<file path="src/verilog/hbcfg_pkg.sv">
// Purpose: shared constants and carriers for the bridge config header
// Assumes: AXI4-Lite, 32-bit data, one register per aligned word
// Notes:   byte address of a register is four times its index
package hbcfg_pkg;

    localparam int unsigned IDX_W = 8;
    localparam int unsigned ADDR_W = 12;

    // Register indices (byte address = index * 4)
    localparam logic [7:0] IDX_MINOR    = 8'h0A;
    localparam logic [7:0] IDX_MAJOR    = 8'h0B;
    localparam logic [7:0] IDX_LATENCY  = 8'h0D;
    localparam logic [7:0] IDX_HEADER   = 8'h0E;
    localparam logic [7:0] IDX_BASE     = 8'h10;
    localparam logic [7:0] IDX_VENDOR   = 8'h2C;
    localparam logic [7:0] IDX_PRODUCT  = 8'h2E;
    localparam logic [7:0] IDX_MISC     = 8'h51;
    localparam logic [7:0] IDX_SIZEMASK = 8'h60;

    // Fixed read values
    localparam logic [7:0] MINOR_VAL   = 8'h00;
    localparam logic [7:0] MAJOR_VAL   = 8'h06;
    localparam logic [7:0] LATENCY_VAL = 8'h00;
    localparam logic [7:0] HEADER_VAL  = 8'h00;

    // Aperture base field layout and misc enable bit
    localparam int unsigned HIGH_LSB = 28;
    localparam int unsigned MID_LSB  = 22;
    localparam int unsigned PF_POS   = 3;
    localparam int unsigned EN_POS   = 1;

    // Reset values
    localparam logic [3:0]  HIGH_RST  = 4'h0;
    localparam logic [5:0]  MID_RST   = 6'h00;
    localparam logic [5:0]  MASK_RST  = 6'h00;
    localparam logic [15:0] TAG_RST   = 16'h0000;
    localparam logic        EN_RST    = 1'b0;

    // AXI responses
    localparam logic [1:0] RESP_OKAY   = 2'h0;
    localparam logic [1:0] RESP_SLVERR = 2'h2;

    // Held write request
    typedef struct packed {
        logic [IDX_W-1:0] idx;
        logic [31:0]      data;
        logic [3:0]       strb;
    } hbcfg_wreq_t;

    // Aperture base programmable fields
    typedef struct packed {
        logic [3:0] high;
        logic [5:0] mid;
    } hbcfg_base_t;

endpackage : hbcfg_pkg

</file>
<file path="src/verilog/hbcfg_top.sv">
// Purpose: host bridge configuration header registers with aperture decode
// Assumes: cpu_addr/cpu_req come from logic on ref_clk
// Notes:   aperture_hit follows cpu_req by one cycle
`timescale 1ns/10ps

module hbcfg_top
    import hbcfg_pkg::*;
(
    input  wire logic              ref_clk,
    input  wire logic              srst,
    input  wire logic [ADDR_W-1:0] s_axi_awaddr,
    input  wire logic [2:0]        s_axi_awprot,
    input  wire logic              s_axi_awvalid,
    output logic                   s_axi_awready,
    input  wire logic [31:0]       s_axi_wdata,
    input  wire logic [3:0]        s_axi_wstrb,
    input  wire logic              s_axi_wvalid,
    output logic                   s_axi_wready,
    output logic [1:0]             s_axi_bresp,
    output logic                   s_axi_bvalid,
    input  wire logic              s_axi_bready,
    input  wire logic [ADDR_W-1:0] s_axi_araddr,
    input  wire logic [2:0]        s_axi_arprot,
    input  wire logic              s_axi_arvalid,
    output logic                   s_axi_arready,
    output logic [31:0]            s_axi_rdata,
    output logic [1:0]             s_axi_rresp,
    output logic                   s_axi_rvalid,
    input  wire logic              s_axi_rready,
    input  wire logic [31:0]       cpu_addr,
    input  wire logic              cpu_req,
    output logic                   aperture_hit,
    output logic                   aperture_global_enable
);

    // Byte-lane merge, shared by the base word and the two tag words
    function automatic logic [31:0] strb_merge(input logic [31:0] old,
                                               input logic [31:0] d,
                                               input logic [3:0]  s);
        logic [31:0] r;
        r = old;
        for (int i = 0; i < 4; i++) begin
            if (s[i]) begin
                r[i*8 +: 8] = d[i*8 +: 8];
            end
        end
        return r;
    endfunction : strb_merge

    // Decode used by both read and write paths
    function automatic logic is_mapped(input logic [IDX_W-1:0] i);
        return i == IDX_MINOR || i == IDX_MAJOR || i == IDX_LATENCY ||
               i == IDX_HEADER || i == IDX_BASE || i == IDX_VENDOR ||
               i == IDX_PRODUCT || i == IDX_MISC || i == IDX_SIZEMASK;
    endfunction : is_mapped

    hbcfg_wreq_t      wreq;
    logic             aw_held;
    logic             w_held;
    hbcfg_base_t      base;
    logic [5:0]       size_mask;
    logic [15:0]      vendor_tag;
    logic [15:0]      product_tag;
    logic             vendor_lock;
    logic             product_lock;
    logic             do_write;
    logic [31:0]      base_word;
    logic [31:0]      next_base;
    logic [5:0]       eff_mid;
    logic [IDX_W-1:0] rd_idx;

    assign do_write = aw_held && w_held && !s_axi_bvalid;
    assign eff_mid  = base.mid & ~size_mask;
    // Masked bits read as zero; lows are hardwired
    assign base_word = {base.high, eff_mid, 18'h00000,
                        1'b1, 2'h0, 1'b0};
    assign next_base = strb_merge(base_word, wreq.data, wreq.strb);

    // Write address channel: taken independently of data
    always_ff @(posedge ref_clk) begin
        if (srst) begin
            aw_held       <= 1'b0;
            s_axi_awready <= 1'b0;
        end else if (do_write) begin
            aw_held       <= 1'b0;
            s_axi_awready <= 1'b0;
        end else if (s_axi_awvalid && s_axi_awready) begin
            aw_held       <= 1'b1;
            s_axi_awready <= 1'b0;
        end else begin
            s_axi_awready <= !aw_held && !s_axi_bvalid;
        end
    end

    // Write data channel
    always_ff @(posedge ref_clk) begin
        if (srst) begin
            w_held       <= 1'b0;
            s_axi_wready <= 1'b0;
        end else if (do_write) begin
            w_held       <= 1'b0;
            s_axi_wready <= 1'b0;
        end else if (s_axi_wvalid && s_axi_wready) begin
            w_held       <= 1'b1;
            s_axi_wready <= 1'b0;
        end else begin
            s_axi_wready <= !w_held && !s_axi_bvalid;
        end
    end

    // Held request has one writer; readies are low while held, so no overwrite
    always_ff @(posedge ref_clk) begin
        if (srst) begin
            wreq <= '0;
        end else begin
            if (s_axi_awvalid && s_axi_awready) begin
                wreq.idx <= s_axi_awaddr[IDX_W+1:2];
            end
            if (s_axi_wvalid && s_axi_wready) begin
                wreq.data <= s_axi_wdata;
                wreq.strb <= s_axi_wstrb;
            end
        end
    end

    // Write response; unmapped words answer SLVERR
    always_ff @(posedge ref_clk) begin
        if (srst) begin
            s_axi_bvalid <= 1'b0;
            s_axi_bresp  <= RESP_OKAY;
        end else if (do_write) begin
            s_axi_bvalid <= 1'b1;
            s_axi_bresp  <= is_mapped(wreq.idx) ? RESP_OKAY : RESP_SLVERR;
        end else if (s_axi_bready) begin
            s_axi_bvalid <= 1'b0;
        end
    end

    // Aperture base: only high and unmasked middle bits store
    always_ff @(posedge ref_clk) begin
        if (srst) begin
            base.high <= HIGH_RST;
            base.mid  <= MID_RST;
        end else if (do_write && wreq.idx == IDX_BASE) begin
            base.high <= next_base[31:HIGH_LSB];
            base.mid  <= next_base[27:MID_LSB] & ~size_mask;
        end
    end

    // Size mask and global enable; firmware owns the mask ordering
    always_ff @(posedge ref_clk) begin
        if (srst) begin
            size_mask              <= MASK_RST;
            aperture_global_enable <= EN_RST;
        end else if (do_write) begin
            if (wreq.idx == IDX_SIZEMASK && wreq.strb[0]) begin
                size_mask <= wreq.data[5:0];
            end
            if (wreq.idx == IDX_MISC && wreq.strb[0]) begin
                aperture_global_enable <= wreq.data[EN_POS];
            end
        end
    end

    // Subsystem tags: first write with a strobe in the low two lanes locks, later writes dropped
    always_ff @(posedge ref_clk) begin
        if (srst) begin
            vendor_tag   <= TAG_RST;
            product_tag  <= TAG_RST;
            vendor_lock  <= 1'b0;
            product_lock <= 1'b0;
        end else if (do_write && |wreq.strb[1:0]) begin
            if (wreq.idx == IDX_VENDOR && !vendor_lock) begin
                vendor_tag  <= 16'(strb_merge({16'h0000, vendor_tag}, wreq.data,
                                              wreq.strb));
                vendor_lock <= 1'b1;
            end
            if (wreq.idx == IDX_PRODUCT && !product_lock) begin
                product_tag  <= 16'(strb_merge({16'h0000, product_tag}, wreq.data,
                                               wreq.strb));
                product_lock <= 1'b1;
            end
        end
    end

    // Read path: pure mux, no state touched by reads
    always_ff @(posedge ref_clk) begin
        if (srst) begin
            s_axi_arready <= 1'b0;
            s_axi_rvalid  <= 1'b0;
            s_axi_rdata   <= '0;
            s_axi_rresp   <= RESP_OKAY;
            rd_idx        <= '0;
        end else if (s_axi_arvalid && s_axi_arready) begin
            s_axi_arready <= 1'b0;
            s_axi_rvalid  <= 1'b1;
            rd_idx        <= s_axi_araddr[IDX_W+1:2];
            s_axi_rresp   <= is_mapped(s_axi_araddr[IDX_W+1:2]) ? RESP_OKAY : RESP_SLVERR;
            // Whole word always returned; no byte enables on reads
            unique case (s_axi_araddr[IDX_W+1:2])
                IDX_MINOR:    s_axi_rdata <= {24'h000000, MINOR_VAL};
                IDX_MAJOR:    s_axi_rdata <= {24'h000000, MAJOR_VAL};
                IDX_LATENCY:  s_axi_rdata <= {24'h000000, LATENCY_VAL};
                IDX_HEADER:   s_axi_rdata <= {24'h000000, HEADER_VAL};
                IDX_BASE:     s_axi_rdata <= base_word;
                IDX_VENDOR:   s_axi_rdata <= {16'h0000, vendor_tag};
                IDX_PRODUCT:  s_axi_rdata <= {16'h0000, product_tag};
                IDX_MISC:     s_axi_rdata <= {30'h00000000, aperture_global_enable, 1'b0};
                IDX_SIZEMASK: s_axi_rdata <= {26'h0000000, size_mask};
                default:      s_axi_rdata <= 32'h00000000;
            endcase
        end else if (s_axi_rvalid) begin
            if (s_axi_rready) begin
                s_axi_rvalid  <= 1'b0;
            end
        end else begin
            s_axi_arready <= 1'b1;
        end
    end

    // Aperture decode; writes to it are never errored, so merging is safe
    always_ff @(posedge ref_clk) begin
        if (srst) begin
            aperture_hit <= 1'b0;
        end else begin
            aperture_hit <= cpu_req && aperture_global_enable &&
                            cpu_addr[31:HIGH_LSB] == base.high &&
                            (cpu_addr[27:MID_LSB] & ~size_mask) == eff_mid;
        end
    end
endmodule : hbcfg_top

</file>
<file path="config.mk">
export PLATFORM = sky130hd
export DESIGN_NAME = hbcfg_top
export DESIGN_NICKNAME = d
export VERILOG_FILES = /design/src/verilog/hbcfg_pkg.sv /design/src/verilog/hbcfg_top.sv
export SDC_FILE = /design/constraint.sdc
export NUM_CORES = 1
export LEC_CHECK = 0
export BUFFER_PORTS_ARGS = -buffer_cell sky130_fd_sc_hd__buf_2
export CAP_MARGIN = 20
export CORE_MARGIN = 1.5
export CORE_UTILIZATION = 45
export CTS_BUF_LIST = sky130_fd_sc_hd__clkbuf_4 sky130_fd_sc_hd__clkbuf_8
export DETAILED_ROUTE_END_ITERATION = 6
export PLACE_DENSITY = 0.68
export SYNTH_ARGS = -nofsm -noshare
export SYNTH_HDL_FRONTEND = slang
export SYNTH_SLANG_ARGS = --single-unit
</file>
<file path="constraint.sdc">
create_clock -name ref_clk -period 2.7 [get_ports ref_clk]
set_input_delay 0.27 -clock ref_clk [delete_from_list [all_inputs] [get_ports ref_clk]]
set_output_delay 0.27 -clock ref_clk [all_outputs]
set_load 0.03 [all_outputs]
</file>
==> results.md <==
* Min Hold Slack at 70.15 ps
* Total grt overflow at 0
* Setup Viol. Count Final at 0
* Number of enable flip-flop cells after synthesis at 0
* Beginning of the worst register-to-register path: wreq[37]$_SDFFE_PP0P_
* Setup repair bufs after CTS at 0
* Mapped Cells at 574
* Area leader, netlist: dfxtp_1
* Outcome: finished, final reports clean
* Post-synth ARST share at 0%
* Synthesized cell area at 5172 µm²
* Sequential share of the synthesized area at 48.38%
* Share of layout cells above drive strength 1 at 22.85%
* Die X at 110.2 µm
* Wirelength per Cell at 14.50 µm
* Final hold violations at 0
* Largest cells by area after synthesis: dfxtp_1, mux2i_1, nand2_1
* Largest net degree at the start of global routing at 66
* DRT iter0 DRCs at 245
* Period utilization at 75.42%
* Routed WL at 11.80 mm
* Max Fclk at 491.1 MHz
* Commonest cells in the netlist: dfxtp_1, nand2_1, mux2i_1, a21oi_1, nor2_1
* Slew HR at 54.41%
* Setup crit start: wreq[37]$_SDFFE_PP0P_
* Post-DRT Antenna Nets at 0
* Critical path endpoint category: flip-flop
* Num rows at 38
* GR Util All Layers at 20.59%
* VDD IR max at 421.9 µV
* Most frequent cell after synthesis: dfxtp_1
* Slowest CP cell: nor4_4
* Boundary Pins at 149
* TritonCTS buffer count at 17
* CTS tree: built
* Initial antenna violation count at 0
* Max Slew Vio Count at 0
* Hold path start: s_axi_wdata[8]
* Max-cap violations at 0
* DRC errors left at 0
* Delay-heaviest family, CP: simple AND/OR/NAND/NOR gates
* Vias/cell at 5.287
* Number of I/O port buffers at 98
* DIE HEIGHT at 110.2 µm
* Clk_lat worst skew at 440 ps
* Post-DP HPWL at 8.120 mm
* Layout area overhead at 18.31%
* Core ar. at 11030 µm²
* Synth cell types at 56
* GPL Wtd Cong at 0.8202
* Synth Flop Type: dfxtp_1
* Tmin final at 2036 ps
* Final net count at 769
* Synth Register Bits at 125
* Setup TNS after final layout at 0 ps
* Post-CTS resize count at 0
* P_leak at 0.002477 µW
* CP startpoint kind: flip-flop
* Worst Path Buf+Inv at 0
* Synth top area share at 48.38%
* Via Count at 4304
* Pwr dens at 617.5 nW/µm²
* Required time of the critical path at 3000 ps
* Hold-fix buffers, CTS at 0
* Clock tree sinks at 125
* Critical-path cell list: or4_4 -> nor4_4 -> mux2i_1 -> nor2_2
* Starting Density at 46.89%
* Critical Path AT at 2340 ps
* Critical Path Fanout Max at 8
* Pre-antenna DRT Iters at 5
* Max clock buf depth at 2
* Worst path max stage delay at 600 ps
* Yosys warning count at 0
* Clock-pin slew on the worst setup and hold paths at 70 ps
* Die area at 12150 µm²
* CTS H-tree depth at 4
* First-pass GRT wire length at 18.92 mm
* Hold Path Class: in2reg
* RSZ-0062 raised after global routing: no
* Mean Syn Cell Area at 9.011 µm²
* Antenna cells at 0
* Fin Clk Skew at 8.003 ps
* Vias in the first global route at 3961
* Clock root buffer: clkbuf_8
* Worst Tran Pin Value at 683.8 ps
* CP Class: reg2reg
[metal layers]
metal / up-vias / wire (µm) / global-route usage [%]
li1: 2163 / - / -
met1: 2015 / 5457 / 26.27
met2: 109 / 5513 / 32.61
met3: 17 / 602 / 5.761
met4: 0 / 228 / 8.974
met5: - / 0 / 0
[worst paths after layout]
| kind | end | slack (ps) | depth (start not counted) |
|---|---|---|---|
| min reg2reg | s_axi_rdata[6]$_SDFFE_PP0P_ | 440 | 2 |
| max reg2reg | size_mask[2]$_SDFFE_PP0P_ | 660 | 4 |
| max | size_mask[2]$_SDFFE_PP0P_ | 660 | 4 |
| min | wreq[12]$_SDFFE_PP0P_ | 70 | 3 |
[where the power goes]
group          switching (µW)  total (µW)  internal, µW  leakage [µW]
clock network             688        1570           880      0.000198
logic                     173         281           107       0.00127
registers                41.9        1930          1890       0.00101
total                     903        3780          2880       0.00248
[cells by family (layout without fill, tap and decap cells)]
family | count (synthesis) | count (layout) | synth area share (%)
AO/OA/AOI/OAI | 103 | 103 | 12.17
XOR/XNOR | 12 | 12 | 2.032
multiplexers | 55 | 55 | 10.79
AND/OR/NAND/NOR | 226 | 226 | 21.96
flip-flops | 125 | 125 | 48.38
buffers and inverters | 52 | 145 | 4.596
other | 1 | 8 | 0.07250
[layout make-up]
cell class	instances	area (µm²)
clock buffers	22	284.0
fillers	1021	4911
well taps	140	175.2
inverters	8	30.03
clock inverters	8	92.59
repair buffers	107	560.5
flip-flops and latches	125	2502
multi-input cells	404	2475
[metrics by stage]
stage          util (%)  worst slack, ps  area (µm²)  power [µW]  std cells
2_1_floorplan         -            852.6        5199        2154        581
3_3_place_gp      52.06            706.6        5743        2243        784
3_5_place_dp      52.06            664.9        5743        2251        784
4_1_cts           55.48            656.9        6120        3806        814
5_1_grt           55.48            562.3        6120        3925        814
6_report          55.48            663.8        6120        3779        814
[flip-flops by register name (all words and copies together), names as in the netlist]
signal,flops
wreq,38
s_axi_rdata,26
product_tag,16
vendor_tag,16
base,10
size_mask,6
aperture_global_enable,1
aperture_hit,1
aw_held,1
product_lock,1
s_axi_arready,1
s_axi_awready,1
s_axi_bresp,1
s_axi_bvalid,1
s_axi_rresp,1
s_axi_rvalid,1
s_axi_wready,1
vendor_lock,1
w_held,1
[layout by cell type (no fill, tap or decap), drive strengths merged, types with 7 or more instances in the layout]
cell	instances
nor4bb	7
dfxtp	125
nor2	44
buf	107
nor4	9
mux2i	49
o21ai	21
conb	8
nor3b	7
a21oi	47
nand2	111
inv	8
clkbuf	22
[tightest hold or removal path, delay by kind of cell]
family	cells	cell delay, ps
AO/OA/AOI/OAI	1	50
buffers and inverters	1	90
AND/OR/NAND/NOR	1	40
No activity file was read; power rests on OpenSTA's default activity.
